<file path="config.mk">
export PLATFORM = sky130hd
export DESIGN_NAME = ssio_top
export DESIGN_NICKNAME = d
export VERILOG_FILES = /design/src/ssio_top.v
export VERILOG_INCLUDE_DIRS = /design/src
export SDC_FILE = /design/constraint.sdc
export NUM_CORES = 1
export LEC_CHECK = 0
export BUFFER_PORTS_ARGS = -buffer_cell sky130_fd_sc_hd__buf_4
export CORE_MARGIN = 5
export CORE_UTILIZATION = 43
export DETAILED_ROUTE_END_ITERATION = 8
export PLACE_DENSITY = 0.79
export SKIP_LAST_GASP = 1
export SLEW_MARGIN = 10
export SYNTH_ARGS = -nofsm -noshare
export SYNTH_HDL_FRONTEND = slang
export SYNTH_SLANG_ARGS = --single-unit
</file>
<file path="constraint.sdc">
create_clock -name clk -period 1.9 [get_ports clk]
set_input_delay 0.38 -clock clk [delete_from_list [all_inputs] [get_ports clk]]
set_output_delay 0.38 -clock clk [all_outputs]
set_load 0.005 [all_outputs]
</file>
<file path="src/ssio_regs.vh">
// How it works
// - Shift clock is the 3 MHz processor clock divided by four, 750 kHz.
// - One shared shift clock output feeds every serial receiver.
// - Writing a byte to the shifter starts a transfer, MSB first.
// - Bit counter stops divider and clock after eight bits.
// - Strobe generator decodes address bits 0 to 3.
// - Only one strobe is active; the others stay idle.
// - Codes 0..10 map to synth, DAC, PLL3, PLL2, rear1, rear2, display, keys, BFO, presel, wheel.
// - Shifter and strobe generator answer only to their own selects.
// - ADC channel is taken from address bits 0 to 3.
// - ADC yields an 8-bit result read on the data bus.
// - ADC raises end-of-conversion when the result is complete.
// - End-of-conversion is seen on second port B bit 7.
// - First port device: 8-bit input, 8-bit output, 6-bit output.
// - Second port device: two 8-bit inputs, one 8-bit output.
// - Each port device answers only to its own distinct select.
// - Port inputs carry lock and check status; outputs drive audio controls.
`ifndef SSIO_REGS_VH
`define SSIO_REGS_VH
`define SSIO_CLK_HZ 10000000
`define SSIO_SCLK_HZ 750000
`define SSIO_CPU_HZ 3000000
`define SSIO_CPU_DIV 4
`define SSIO_NBITS 4'h8
`define SSIO_NSTROBES 11
`define SSIO_ADC_CYC 8'h40
`define SSIO_PA_ADDR 2'h0
`define SSIO_PB_ADDR 2'h1
`define SSIO_PC_ADDR 2'h2
`define SSIO_RST_BYTE 8'h00
`endif

</file>
<file path="src/ssio_top.v">
`timescale 1ns/100ps
`default_nettype none
`include "ssio_regs.vh"
module ssio_top (
    input wire clk,
    input wire arst_n,
    input wire cpu_clk_en,
    input wire io_sel,
    input wire wr_n,
    input wire rd_n,
    input wire [3:0] addr,
    input wire [7:0] wdata,
    input wire shifter_select,
    input wire strobe_gen_select,
    input wire adc_select,
    input wire port_a_device_select,
    input wire port_b_device_select,
    input wire [7:0] p1_in,
    input wire [7:0] p2a_in,
    input wire [6:0] p2b_in,
    input wire [7:0] adc_sample,
    output reg [7:0] rdata,
    output reg rdata_valid,
    output reg sclk,
    output reg sdata,
    output reg busy,
    output reg [10:0] strobes,
    output reg [7:0] p1b_out,
    output reg [5:0] p1c_out,
    output reg [7:0] p2c_out,
    output reg [3:0] adc_chan,
    output reg second_port_b_bit7
);
// =====================================
// Access decode
// Processor pulses cpu_clk_en at 3 MHz; one shift edge per four of them.
wire wr_cyc = io_sel & ~wr_n;
wire rd_cyc = io_sel & ~rd_n;
reg wr_d_r;
reg rd_d_r;
wire wr_go = wr_cyc & ~wr_d_r;
wire rd_go = rd_cyc & ~rd_d_r;
function [10:0] ssio_dec;
    input [3:0] a;
    begin
        ssio_dec = 11'h000;
        if (a < 4'hB) begin
            ssio_dec[a] = 1'b1;
        end
    end
endfunction
// =====================================
// Shifter and strobe
reg [7:0] sh_r;
reg [3:0] cnt_r;
reg [1:0] div_r;
reg [3:0] saddr_r;
always @(posedge clk or negedge arst_n) begin
    if (!arst_n) begin
        wr_d_r <= 1'b0;
        rd_d_r <= 1'b0;
        sh_r <= `SSIO_RST_BYTE;
        cnt_r <= 4'h0;
        div_r <= 2'h0;
        saddr_r <= 4'h0;
        sclk <= 1'b0;
        sdata <= 1'b0;
        busy <= 1'b0;
        strobes <= 11'h000;
    end else begin
        wr_d_r <= wr_cyc;
        rd_d_r <= rd_cyc;
        if (wr_go & strobe_gen_select & ~busy) begin
            saddr_r <= addr;
        end
        if (wr_go & shifter_select & ~busy) begin
            sh_r <= wdata;
            sdata <= wdata[7];
            busy <= 1'b1;
            cnt_r <= 4'h0;
            div_r <= 2'h0;
            strobes <= ssio_dec(strobe_gen_select ? addr : saddr_r);
        end else if (busy & cpu_clk_en) begin
            div_r <= div_r + 2'h1;
            if (div_r == 2'h1) begin
                sclk <= 1'b1;
            end else if (div_r == 2'h3) begin
                sclk <= 1'b0;
                if (cnt_r == `SSIO_NBITS - 4'h1) begin
                    busy <= 1'b0;
                    div_r <= 2'h0;
                    strobes <= 11'h000;
                end else begin
                    cnt_r <= cnt_r + 4'h1;
                    sh_r <= {sh_r[6:0], 1'b0};
                    sdata <= sh_r[6];
                end
            end
        end
    end
end
// =====================================
// ADC and ports
reg [7:0] adc_r;
reg [7:0] adc_cnt_r;
reg adc_run_r;
always @(posedge clk or negedge arst_n) begin
    if (!arst_n) begin
        adc_r <= 8'h00;
        adc_cnt_r <= 8'h00;
        adc_run_r <= 1'b0;
        adc_chan <= 4'h0;
        second_port_b_bit7 <= 1'b0;
        p1b_out <= 8'h00;
        p1c_out <= 6'h00;
        p2c_out <= 8'h00;
        rdata <= 8'h00;
        rdata_valid <= 1'b0;
    end else begin
        rdata_valid <= 1'b0;
        if (wr_go & adc_select) begin
            adc_chan <= addr;
            adc_run_r <= 1'b1;
            adc_cnt_r <= 8'h00;
            second_port_b_bit7 <= 1'b0;
        end else if (adc_run_r) begin
            adc_cnt_r <= adc_cnt_r + 8'h01;
            if (adc_cnt_r == `SSIO_ADC_CYC) begin
                adc_r <= adc_sample;
                adc_run_r <= 1'b0;
                second_port_b_bit7 <= 1'b1;
            end
        end
        // Output latches drive audio, gain speed, mute and BFO lines
        if (wr_go & port_a_device_select) begin
            if (addr[1:0] == `SSIO_PB_ADDR) begin
                p1b_out <= wdata;
            end else if (addr[1:0] == `SSIO_PC_ADDR) begin
                p1c_out <= wdata[5:0];
            end
        end
        if (wr_go & port_b_device_select & (addr[1:0] == `SSIO_PC_ADDR)) begin
            p2c_out <= wdata;
        end
        if (rd_go) begin
            if (adc_select) begin
                rdata <= adc_r;
                rdata_valid <= 1'b1;
            end else if (port_a_device_select & (addr[1:0] == `SSIO_PA_ADDR)) begin
                rdata <= p1_in;
                rdata_valid <= 1'b1;
            end else if (port_b_device_select & (addr[1:0] == `SSIO_PA_ADDR)) begin
                rdata <= p2a_in;
                rdata_valid <= 1'b1;
            end else if (port_b_device_select & (addr[1:0] == `SSIO_PB_ADDR)) begin
                rdata <= {second_port_b_bit7, p2b_in};
                rdata_valid <= 1'b1;
            end
        end
    end
end
endmodule // ssio_top
`default_nettype wire

</file>
**Word-level counts from Yosys, hierarchy flattened**

Cells that the tools add are included.

- Bits in registers: 86
- Input port bits: 54
- Output and inout port bits: 50
- Logic and storage cells: 128

- Add/subtract/negate cells: 3
- $lt $le $gt $ge: 3
- Equal/unequal tests: 8
- Multiplexer cells: 53
- Bitwise logic cells: 24
- Reduce and logical (&&, ||, !) cells: 17

Operators by type and width:

| kind | number |
|---|---|
| $mux W11 | 6 |
| $mux W8 | 6 |
| $mux W7 | 5 |
| $mux W1 | 24 |
| $mux W4 | 6 |
| $and A1 B1 Y1 | 16 |
| $reduce_bool A2 Y1 | 6 |
| $mux W2 | 5 |
| $reduce_and A3 Y1 | 3 |
| $add A8 B1 Y8 const B | 1 |
| $eq A8 B7 Y1 const B | 1 |
| $not A1 Y1 | 8 |
| $reduce_and A4 Y1 | 2 |
| $reduce_and A2 Y1 | 3 |
| $lt A4 B5 Y1 const B | 1 |
| $add A4 B1 Y4 const B | 1 |
| $demux W1 S4 | 1 |
| $eq A2 B1 Y1 const B | 2 |
| $eq A2 B2 Y1 const B | 2 |
| $eq A4 B3 Y1 const B | 1 |
| $ge A4 B1 Y1 const B | 1 |
| $lt A4 B4 Y1 const B | 1 |
| $ne A2 B2 Y1 const B | 2 |
| $reduce_bool A4 Y1 | 1 |
| 3 further kinds | 3 |

**Depth between registers and ports, before layout**

Gate-level depths: netlist of the first run.

- Word-level depth: 7
- Gate-level depth with buffers: 7
- Mapped depth without buffers: 6

**Least setup slack after synthesis of the first run**

OpenSTA, ideal clock, no wires.

- Path kind: register -> register
- Start: reg adc_cnt_r[0]
- End: reg adc_r[0]
- Setup time: 0.125 ns
- Arrival: 1.537 ns
- Required time: 1.775 ns
- Path slack: 0.238 ns
- Stages on the path, launching flop included: 7
- Buffers on the path: 0
- Period minus slack after synthesis: 1.662 ns
- Cell sequence: dfrtp_1 inv_1 ha_1 nand4bb_1 nor4_1 nand3_2 mux2_2

- Cells in the longest elaborated chain, start to end: 2

RTL lines:

| element | line | RTL |
|---|---|---|
| start, declared | ssio_top.v:105 | `reg [7:0] adc_cnt_r;` |
| start signal, assigned | ssio_top.v:127 | `adc_cnt_r <= adc_cnt_r + 8'h01;` |
| $eq A8 B7 Y1 (no line) | -- |  |
| $reduce_and A3 Y1 (no line) | -- |  |
| end signal, assigned | ssio_top.v:129 | `adc_r <= adc_sample;` |
| end, declared | ssio_top.v:104 | `reg [7:0] adc_r;` |

No other way between the ends.
A chain may end at the register's enable or synchronous reset.

**Worst setup path in the final report of the first run**

- Start: reg adc_cnt_r[0]
- End: reg adc_r[2]

The elaborated chain is that of the path after synthesis.

==> metrics.cfg, run 1 <==
[run_status]
status = finished clean

[worst_setup_path]
worst-path-stages = 7
crit_buf_inv = 2
critPathSlowestCell = dfrtp_1
r2r_cells = 7
start_kind = flop
r2r_start = adc_cnt_r[0]
worst_setup_path_end_kind = flop
critPathTopFamily = simple AND/OR/NAND/NOR gates
path_cells = inv_1 > ha_1 > nand4bb_1 > nor4_1 > buf_4 > nand3_4 > mux2_2
path_max_fanout = 8
path_class = flop to flop
arrival_ns = 1.93
required_ns = 2.14
worstReg2RegEnd = adc_r[2]
critPathMaxStageDelay_ns = 0.42
reg2reg_slack_ns = 0.21

[yosys]
ys_types = 50
synthFlopType = dfrtp_1
async_flop_share_pct = 100
syn-mean-instance-area_um2 = 11.3
syn_inst = 341
synth-seq-cells = 86
ys_seq_area_share_pct = 55.7
synth-warning-count = 0
synth_nets = 400
synth_edf_count = 0
netlist_area_um2 = 3860

[power_and_ir_drop]
vdd.ir_drop.worst_v = 0.000475
powerDensity_nw_per_um2 = 1060
leakage_nw = 2.44

[sta]
finalSetupViolCount = 0
clock_skew_ns = 0.0109
min_period_ns = 1.69
period_share_pct = 88.8
rsz0062_at_grt = no
final.setup.tns_ns = 0
report.final.hold_viol_count = 0
relSlewSlack_pct = 64.9
final-max-slew-violation-count = 0
tightest_slew_ns = 0.521
fmax_ghz = 0.593
setup_slack_ns = 0.213

[floorplanning]
placementRows = 34
core_um2 = 8720
start_util_pct = 44.3
ioPinCount = 104
die_w_um = 105
die_area_um2 = 11000
die_h_um = 105

[grt]
grt_pass1_vias = 3176
track_usage_pct = 17.7
grt_util_met3_pct = 4.93
grt_pass1_wl_mm = 15.7
use_met2_pct = 28.6
use_met1_pct = 22.8
grt_start_max_net_pins = 39
top_usage_layer = met2
grt-ovfl-total = 0
antenna_found_initial = 0

[clock_network]
cts_max_path_buffers = 2
cts-root-buf = clkbuf_8
clk_pin_slew_worst_paths_ns = 0.09
worstSkewPairLatency_ns = 0.36
cts_buffers = 9
htree_num_levels = 3
cts_sinks = 86
cts_tree = yes

[detailed_routing]
antenna_left = 0
dr_total_vias = 2986
wl_mm = 9.34
wire_per_inst_um = 16.5
drtPass1Iterations = 4
drc = 0
routed_via_density = 5.28
dr.first_iter.drc_count = 130

[layout]
finalNetCount = 512
final_util_pct = 57.5
drive_above_1_share_pct = 37.8
syn_to_final_growth_pct = 29.7
n_antenna_cell = 0
nFillCells = 728
fin_area_um2 = 5010

[place]
placed_cell_area_um2 = 4790
dp_hpwl_mm = 7.16
dp_worst_setup_slack_ns = 0.0469
gp_congestion = 0.850
io_buffers = 103

[flow_run]
maxCapViolCount = 0

[min_path]
hold_depth = 2
hold_start = rd_n
whs_endpoint = rd_d_r
hp-class = input port to flop

## cells by family after synthesis
kind of cell | Yosys count | synth area share, %
AO/OA/AOI/OAI | 63 | 11.1
XOR/XNOR | 9 | 2.04
adder cells (fa/ha/maj) | 5 | 1.62
buffers and inverters | 25 | 3.17
flip-flops | 86 | 55.7
multiplexers | 41 | 11.7
AND/OR/NAND/NOR | 112 | 14.7
## layout make-up
class | instances | area (um2) | area share, %
Clock buffer | 9 | 124 | 2.47
Clock inverter | 7 | 72.6 | 1.45
Inverter | 9 | 33.8 | 0.674
Multi-Input combinational cell | 230 | 1600 | 32.0
Sequential cell | 86 | 2150 | 42.9
Tap cell | 108 | 135 | 2.70
Timing Repair Buffer | 117 | 893 | 17.8
## layout by cell type, fill, tap and decap left out, drive strengths merged, types with 2 or more instances in the layout
master	synthesis	routed
nor2b	3	3
and3	6	6
nand3b	4	4
nand4	4	4
nand3	5	5
nand2	41	41
o22ai	7	7
a31oi	11	11
inv	9	11
mux2i	9	9
or3b	2	2
o21ai	14	14
nor3b	4	4
dfrtp	86	86
buf	8	116
or3	7	7
mux2	32	32
nor2	25	25
clkinv	0	2
clkbuf	8	9
clkinvlp	0	2
nor3	2	2
and2	2	2
xor2	8	8
ha	5	5
o2bb2ai	11	11
a21oi	11	11
## metal layers
layer | part of all wire (%) | vias to the layer above
li1 | - | 1431
met1 | 43 | 1456
met2 | 49 | 81
met3 | 5.5 | 18
met4 | 2.4 | 0
met5 | 0 | -
## synth_stat cells, types with 6 or more instances
master	instances	share of area, %
a21oi_1	11	1.4
a31oi_1	9	1.5
and3_1	6	0.97
clkbuf_1	8	0.78
dfrtp_1	86	56
inv_1	9	0.87
mux2_2	32	9.3
mux2i_1	9	2.3
nand2_1	41	4.0
nor2_1	24	2.3
o21ai_0	14	1.8
o22ai_1	7	1.1
o2bb2ai_1	11	2.5
or3_1	7	1.1
xor2_1	8	1.8
## report_power, final
group	switching (mW)	internal, mW
combinational	0.579	0.781
clock	0.669	0.612
sequential	0.356	2.30
## flip-flops by register name, summed over array words and instances (netlist names)
register            cells
strobes                11
p2c_out                 8
div_r                   2
p1c_out                 6
adc_r                   8
busy                    1
sdata                   1
rd_d_r                  1
second_port_b_bit7      1
saddr_r                 4
adc_run_r               1
sh_r                    7
sclk                    1
rdata_valid             1
adc_chan                4
cnt_r                   4
p1b_out                 8
rdata                   8
wr_d_r                  1
adc_cnt_r               8
## per-stage QoR
step                hold slack, ns  std cells  power [mW]
finish                       0.176        566        5.30
global route                 0.152        566        5.67
CTS                          0.159        566        5.35
detailed placement           0.371        549        4.06
global placement             0.362        549        3.97
floorplan                   0.0844        341        3.33
## how the worst max path moves through the flow
stage | startpoint | end | slack, ns
detailed placement | io_sel | strobes[5] | 0.05
floorplan | adc_cnt_r[0] | adc_r[0] | 0.24
global route | cnt_r[0] | strobes[6] | 0.02
CTS | cnt_r[0] | strobes[5] | 0.06
global placement | addr[0] | rdata[7] | 0.10
finish | adc_cnt_r[0] | adc_r[2] | 0.21
## timing repair
action / CTS / global route
buffers inserted: 0 / 0
hold endpoints to repair: 33 / 0
resized for setup: 0 / 2
hold buffers: 1 / 0
setup endpoints to repair: 0 / 16
Power figures use the tool's default switching activity.
==> run 2: changes to the inputs <==
--- a/config.mk
+++ b/config.mk
@@ -8,9 +8,9 @@
 export LEC_CHECK = 0
 export BUFFER_PORTS_ARGS = -buffer_cell sky130_fd_sc_hd__buf_4
 export CORE_MARGIN = 5
-export CORE_UTILIZATION = 43
+export CORE_UTILIZATION = 52
 export DETAILED_ROUTE_END_ITERATION = 8
-export PLACE_DENSITY = 0.79
+export PLACE_DENSITY = 0.91
 export SKIP_LAST_GASP = 1
 export SLEW_MARGIN = 10
 export SYNTH_ARGS = -nofsm -noshare
==> run 2 against run 1 <==
  * Maximum frequency fell by 4.8%
  * Sequential power barely moved
  * Critical path depth fell by 2
  * Core utilization rose by 12 points
  * Largest power group unchanged
  * Wire length rose by 4.0%
  * Hold slack improved by 0.0032 ns
  * Non-clock buffer count fell by 3
  * Power rose by 3.9%
  * Via count rose by 3.7%
  * Highest routed layer unchanged
  * Clock skew fell by 0.0023 ns
==> metrics.cfg, run 2 (same netlist as run 1, synthesis figures left out) <==
[sta]
period_share_pct = 93.3  ; +4.5 points
final-max-slew-violation-count = 0  ; unchanged
tightest_slew_ns = 0.534  ; +0.0135 ns
setup_slack_ns = 0.127  ; -0.0852 ns
rsz0062_at_grt = no
clock_skew_ns = 0.00859  ; -0.00233 ns
report.final.hold_viol_count = 0  ; unchanged
final.setup.tns_ns = 0  ; unchanged
relSlewSlack_pct = 64.4  ; -0.53 points
finalSetupViolCount = 0  ; unchanged
min_period_ns = 1.77  ; +0.0852 ns
fmax_ghz = 0.564  ; -4.8%

[clock_network]
cts_sinks = 86  ; unchanged
cts_tree = yes
worstSkewPairLatency_ns = 0.36  ; about the same
cts_max_path_buffers = 2  ; unchanged
htree_num_levels = 3  ; unchanged
cts_buffers = 9  ; unchanged
clk_pin_slew_worst_paths_ns = 0.09  ; about the same
cts-root-buf = clkbuf_8

[detailed_routing]
drc = 0  ; unchanged
antenna_left = 0  ; unchanged
drtPass1Iterations = 4  ; unchanged
dr_total_vias = 3097  ; +3.7%
dr.max_layer_used = met4
wire_per_inst_um = 17.5  ; +6.2%
dr.first_iter.drc_count = 205  ; +58%
wl_mm = 9.71  ; +4.0%
route.met3.wl_um = 637  ; +24%
wl_met1_mm = 3.83  ; -4.2%
dr_wl_met2_mm = 5.06  ; +10%
routed_via_density = 5.59  ; +6.0%

[grt]
grt_pass1_wl_mm = 15.2  ; -3.1%
grt_pass1_vias = 3202  ; +0.82%
grt_start_max_net_pins = 37  ; -5.1%
track_usage_pct = 21.6  ; +3.9 points
grt-ovfl-total = 0  ; unchanged
antenna_found_initial = 0  ; unchanged

[floorplanning]
placementRows = 31  ; -8.8%
start_util_pct = 53.3  ; +9.0 points
die_w_um = 96.2  ; -8.2%
die_area_um2 = 9260  ; -16%
ioPinCount = 104  ; unchanged
core_um2 = 7250  ; -17%
die_h_um = 96.2  ; -8.2%

[flow_run]
maxCapViolCount = 0  ; unchanged

[worst_setup_path]
critPathTopFamily = simple AND/OR/NAND/NOR gates
arrival_ns = 1.99  ; +0.06 ns
critPathMaxStageDelay_ns = 0.44  ; +0.02 ns
path_class = flop to flop
required_ns = 2.12  ; -0.02 ns
start_kind = flop
critPathSlowestCell = nor3b_1
crit_buf_inv = 0  ; -2
path_max_fanout = 11  ; +3
path_cells = ha_1 > nand3b_1 > nor3b_1 > a21oi_2 > o2bb2ai_1
worst_setup_path_end_kind = flop

[layout]
syn_to_final_growth_pct = 29.7  ; unchanged
top_register = strobes
fin_area_um2 = 5010  ; unchanged
drive_above_1_share_pct = 37.4  ; -0.41 points
nFillCells = 496  ; -32%
finalNetCount = 509  ; -0.59%
largest_register_ffs = 11  ; unchanged
final_common_cell = buf_4
mostFrequentLayoutCells = 112 x buf_4, 86 x dfrtp_1, 41 x nand2_1
stdcell_count = 554  ; -2.1%
n_antenna_cell = 0  ; unchanged

[place]
io_buffers = 103  ; unchanged
dp_hpwl_mm = 7.20  ; +0.67%
dp_worst_setup_slack_ns = 0.0197  ; -0.0271 ns
gp_congestion = 0.823  ; -3.3%
dp_cells = 537  ; -2.2%
placed_cell_area_um2 = 4760  ; -0.70%

[power_and_ir_drop]
powerDensity_nw_per_um2 = 1100  ; +3.9%
leakage_nw = 2.44  ; about the same
vdd.ir_drop.worst_v = 0.000404  ; -15%
finalPower_mw = 5.50  ; +3.9%

[run_status]
status = finished clean

[min_path]
hp-class = input port to flop

run 2: cell type report:
cell class                      count  area [um2]  share of cell area [%]
Sequential cell                    86        2150                    42.9
Multi-Input combinational cell    230        1600                    31.9
Timing Repair Buffer              114         871                    17.4
Clock buffer                       10         138                    2.75
Tap cell                           99         124                    2.47
Clock inverter                      6        93.8                    1.87
Inverter                            9        33.8                   0.674
run 2: per-layer routing:
metal | up-vias | global-route usage (%)
met5 | - | 0
met4 | 0 | 8.65
met3 | 16 | 3.21
met2 | 125 | 38.5
met1 | 1525 | 26.0
li1 | 1431 | -
run 2: repair_timing:
action | CTS | global route
gates resized for setup | 1 | 1
endpoints found under the hold margin | 33 | 0
setup buffers | 0 | 0
hold buffers | 1 | 0
setup endpoints to repair | 2 | 2
run 2: worst register-to-register path, cell delays in order (launching register included):
cell	delay, ns
dfrtp_1	0.39
ha_1	0.21
nand3b_1	0.15
nor3b_1	0.44
a21oi_2	0.26
o2bb2ai_1	0.19
run 2: stage by stage:
stage	utilization [%]	hold WS (ns)
6_report	69.1	0.179
5_1_grt	69.1	0.179
4_1_cts	69.0	0.168
3_5_place_dp	65.6	0.354
3_3_place_gp	65.6	0.352
2_1_floorplan	-	0.0844
run 2: path summary, 6_finish.rpt:
check / from / end / slack [ns] / cells past startpoint
setup / recovery: cnt_r[1] / strobes[2] / 0.13 / 5
hold / removal: rd_n / rd_d_r / 0.18 / 2
setup reg to reg: cnt_r[1] / strobes[2] / 0.13 / 5
hold reg to reg: adc_chan[1] / adc_chan[1] / 0.49 / 2
max in group asynchronous: arst_n / adc_chan[0] / 0.79 / 3
min in group asynchronous: arst_n / sdata / 0.52 / 2
run 2: where the power goes:
group	total, mW	switching, mW	internal [mW]
sequential	2.65	0.353	2.30
clock	1.46	0.675	0.785
combinational	1.39	0.604	0.784
==> run 3: changes to the inputs <==
--- a/config.mk
+++ b/config.mk
@@ -6,11 +6,11 @@
 export SDC_FILE = /design/constraint.sdc
 export NUM_CORES = 1
 export LEC_CHECK = 0
-export BUFFER_PORTS_ARGS = -buffer_cell sky130_fd_sc_hd__buf_4
 export CORE_MARGIN = 5
-export CORE_UTILIZATION = 52
+export CORE_UTILIZATION = 55
 export DETAILED_ROUTE_END_ITERATION = 8
-export PLACE_DENSITY = 0.91
+export DONT_BUFFER_PORTS = 1
+export PLACE_DENSITY = 0.82
 export SKIP_LAST_GASP = 1
 export SLEW_MARGIN = 10
 export SYNTH_ARGS = -nofsm -noshare
==> run 3 against run 2 <==
  * The run now ends with negative hold slack left
  * Non-clock buffer count fell by 105
  * Largest cell class unchanged
  * Die area fell by 4.9%
  * Global-route usage fell by 1.5 points
  * Maximum frequency rose by 0.69%
  * Clock skew rose by 0.0019 ns
  * Combinational power fell by 41%
  * Flip-flop and latch count did not move
==> metrics.cfg, run 3 (same netlist as run 1, synthesis figures left out) <==
[power_and_ir_drop]
clkPwrFrac_pct = 32.1  ; +5.6 points
switchingPower_mw = 1.45  ; -11%
powerDensity_nw_per_um2 = 1230  ; +12%
vdd.ir_drop.worst_v = 0.000506  ; +25%
internal_power_mw = 3.77  ; -2.6%
leakage_nw = 1.94  ; -21%
finalPower_mw = 5.21  ; -5.2%
comb_power_share_pct = 15.8  ; -9.4 points
switching_share_pct = 27.7  ; -1.9 points
share_seq_of_total_power_pct = 52.1  ; +3.9 points

[sta]
min_period_ns = 1.76  ; -0.0121 ns
tightest_slew_ns = 0.527  ; -0.00734 ns
rsz0062_at_grt = no
relSlewSlack_pct = 64.5  ; +0.12 points
report.final.hold_viol_count = 86  ; +86
clock_skew_ns = 0.0105  ; +0.00190 ns
setup_slack_ns = 0.140  ; +0.0121 ns
finalSetupViolCount = 0  ; unchanged
final.setup.tns_ns = 0  ; unchanged
fmax_ghz = 0.568  ; +0.69%
fin_hold_ws_ns = -0.285  ; -0.465 ns
period_share_pct = 92.7  ; -0.63 points
final-max-slew-violation-count = 0  ; unchanged

[detailed_routing]
antenna_left = 0  ; unchanged
wl_mm = 8.23  ; -15%
dr_total_vias = 2589  ; -16%
drtPass1Iterations = 4  ; unchanged
dr_wl_met2_mm = 4.09  ; -19%
wire_per_inst_um = 18.5  ; +5.3%
dr.max_layer_used = met4
dr.first_iter.drc_count = 120  ; -41%
routed_via_density = 5.80  ; +3.8%
drc = 0  ; unchanged
wl_met1_mm = 3.42  ; -11%
route.met3.wl_um = 596  ; -6.4%

[place]
gp_congestion = 0.822  ; -0.11%
io_buffers = 0  ; -100%
dp_hpwl_mm = 6.09  ; -15%
dp_worst_setup_slack_ns = 0.0885  ; +0.0687 ns

[layout]
syn_to_final_growth_pct = 9.81
finalNetCount = 404  ; -21%
mostFrequentLayoutCells = 86 x dfrtp_1, 41 x nand2_1, 32 x mux2_2
largest_register_ffs = 11  ; unchanged
seq_area_um2 = 2150  ; unchanged
final_util_pct = 62.1  ; -7.0 points
n_antenna_cell = 0  ; unchanged
final_common_cell = dfrtp_1
top_register = strobes
multi_input_area_um2 = 1600  ; about the same
nFillCells = 544  ; +9.7%
drive_above_1_share_pct = 18.9  ; -19 points

[clock_network]
cts_max_path_buffers = 2  ; unchanged
clk_pin_slew_worst_paths_ns = 0.08  ; about the same
cts-root-buf = clkbuf_8
worstSkewPairLatency_ns = 0.36  ; about the same
cts_sinks = 86  ; unchanged
cts_tree = yes
cts_buffers = 9  ; unchanged
htree_num_levels = 3  ; unchanged

[worst_setup_path]
critPathMaxStageDelay_ns = 0.39  ; -0.05 ns
arrival_ns = 2.00  ; about the same
crit_buf_inv = 1  ; +1
path_class = flop to flop
path_cells = nor3b_2 > buf_4 > and3_1 > mux2_2
start_kind = flop
required_ns = 2.14  ; +0.02 ns
path_max_fanout = 8  ; -3
worst_setup_path_end_kind = flop
critPathTopFamily = simple AND/OR/NAND/NOR gates
critPathSlowestCell = and3_1

[grt]
grt-ovfl-total = 0  ; unchanged
antenna_found_initial = 0  ; unchanged
grt_pass1_vias = 2695  ; -16%
grt_pass1_wl_mm = 13.6  ; -11%
grt_start_max_net_pins = 87  ; +140%
track_usage_pct = 20.1  ; -1.5 points

[floorplanning]
die_w_um = 93.8  ; -2.5%
die_h_um = 93.8  ; -2.5%
die_area_um2 = 8800  ; -4.9%
ioPinCount = 104  ; unchanged
start_util_pct = 56.6  ; +3.3 points
placementRows = 30  ; -3.2%
core_um2 = 6830  ; -5.8%

[run_status]
violations = negative hold slack
status = complete, but fails checks

[flow_run]
maxCapViolCount = 0  ; unchanged

[min_path]
hp-class = input port to asynchronous set/reset pin

==> run 3: cell types whose count changed in the layout (fill, tap and decap cells not counted) <==
cell           change
nand3_4            +1
buf_4            -103
clkinv_4           -1
nor3b_4            -1
dlygate4sd3_1      -1
buf_12             -1
clkbuf_8           -1
nand3_2            -1
bufinv_16          +2
nor3b_2            +1
==> run 3: per-layer routing <==
layer | track usage [%] | up-vias
li1 | - | 1217
met1 | 25.5 | 1285
met2 | 31.8 | 73
met3 | 6.73 | 14
met4 | 7.94 | 0
met5 | 0 | -
==> run 3: path summary, 6_finish.rpt <==
check / from / end / slack (ns) / depth (start not counted)
min in group clk: rd_n / rd_d_r / 0.08 / 1
setup reg to reg: wr_d_r / p1b_out[2] / 0.14 / 4
setup / recovery: wr_d_r / p1b_out[2] / 0.14 / 4
hold / removal: arst_n / adc_cnt_r[1] / -0.29 / 0
hold reg to reg: adc_chan[3] / adc_chan[3] / 0.51 / 2
max in group asynchronous: arst_n / cnt_r[1] / 2.05 / 0
==> run 3: worst reg2reg max path, cell delays in order (launching register included) <==
cell	delay [ns]
dfrtp_1	0.38
nor3b_2	0.31
buf_4	0.18
and3_1	0.39
mux2_2	0.39
==> run 3: power groups by stage <==
stage | combinational, mW | sequential (mW) | clock, mW
2_1_floorplan | 0.731 | 2.60 | 0
3_3_place_gp | 0.773 | 2.73 | 0
3_5_place_dp | 0.835 | 2.76 | 0
4_1_cts | 0.836 | 2.72 | 1.71
5_1_grt | 0.953 | 2.79 | 1.78
6_report | 0.824 | 2.72 | 1.67
==> run 3: what timing repair did <==
item                                    in CTS  in global routing
resized for setup                            0                  2
endpoints found under the hold margin       86                 86
setup buffers                                0                  0
endpoints found under the setup margin       0                 19
==> run 3: per-stage QoR <==
step,instance area (um2),cells
floorplan,3860,341
global placement,3960,430
detailed placement,3960,430
CTS,4230,446
global route,4240,446
finish,4240,446
==> run 3: layout make-up <==
| class | instances | area share, % |
|---|---|---|
| sequential | 86 | 50.7 |
| inverter | 9 | 0.796 |
| timing repair buffer | 9 | 1.59 |
| clock inverter | 7 | 3.42 |
| clock buffer | 9 | 2.92 |
| multi-input combinational | 230 | 37.7 |
| tap | 96 | 2.83 |
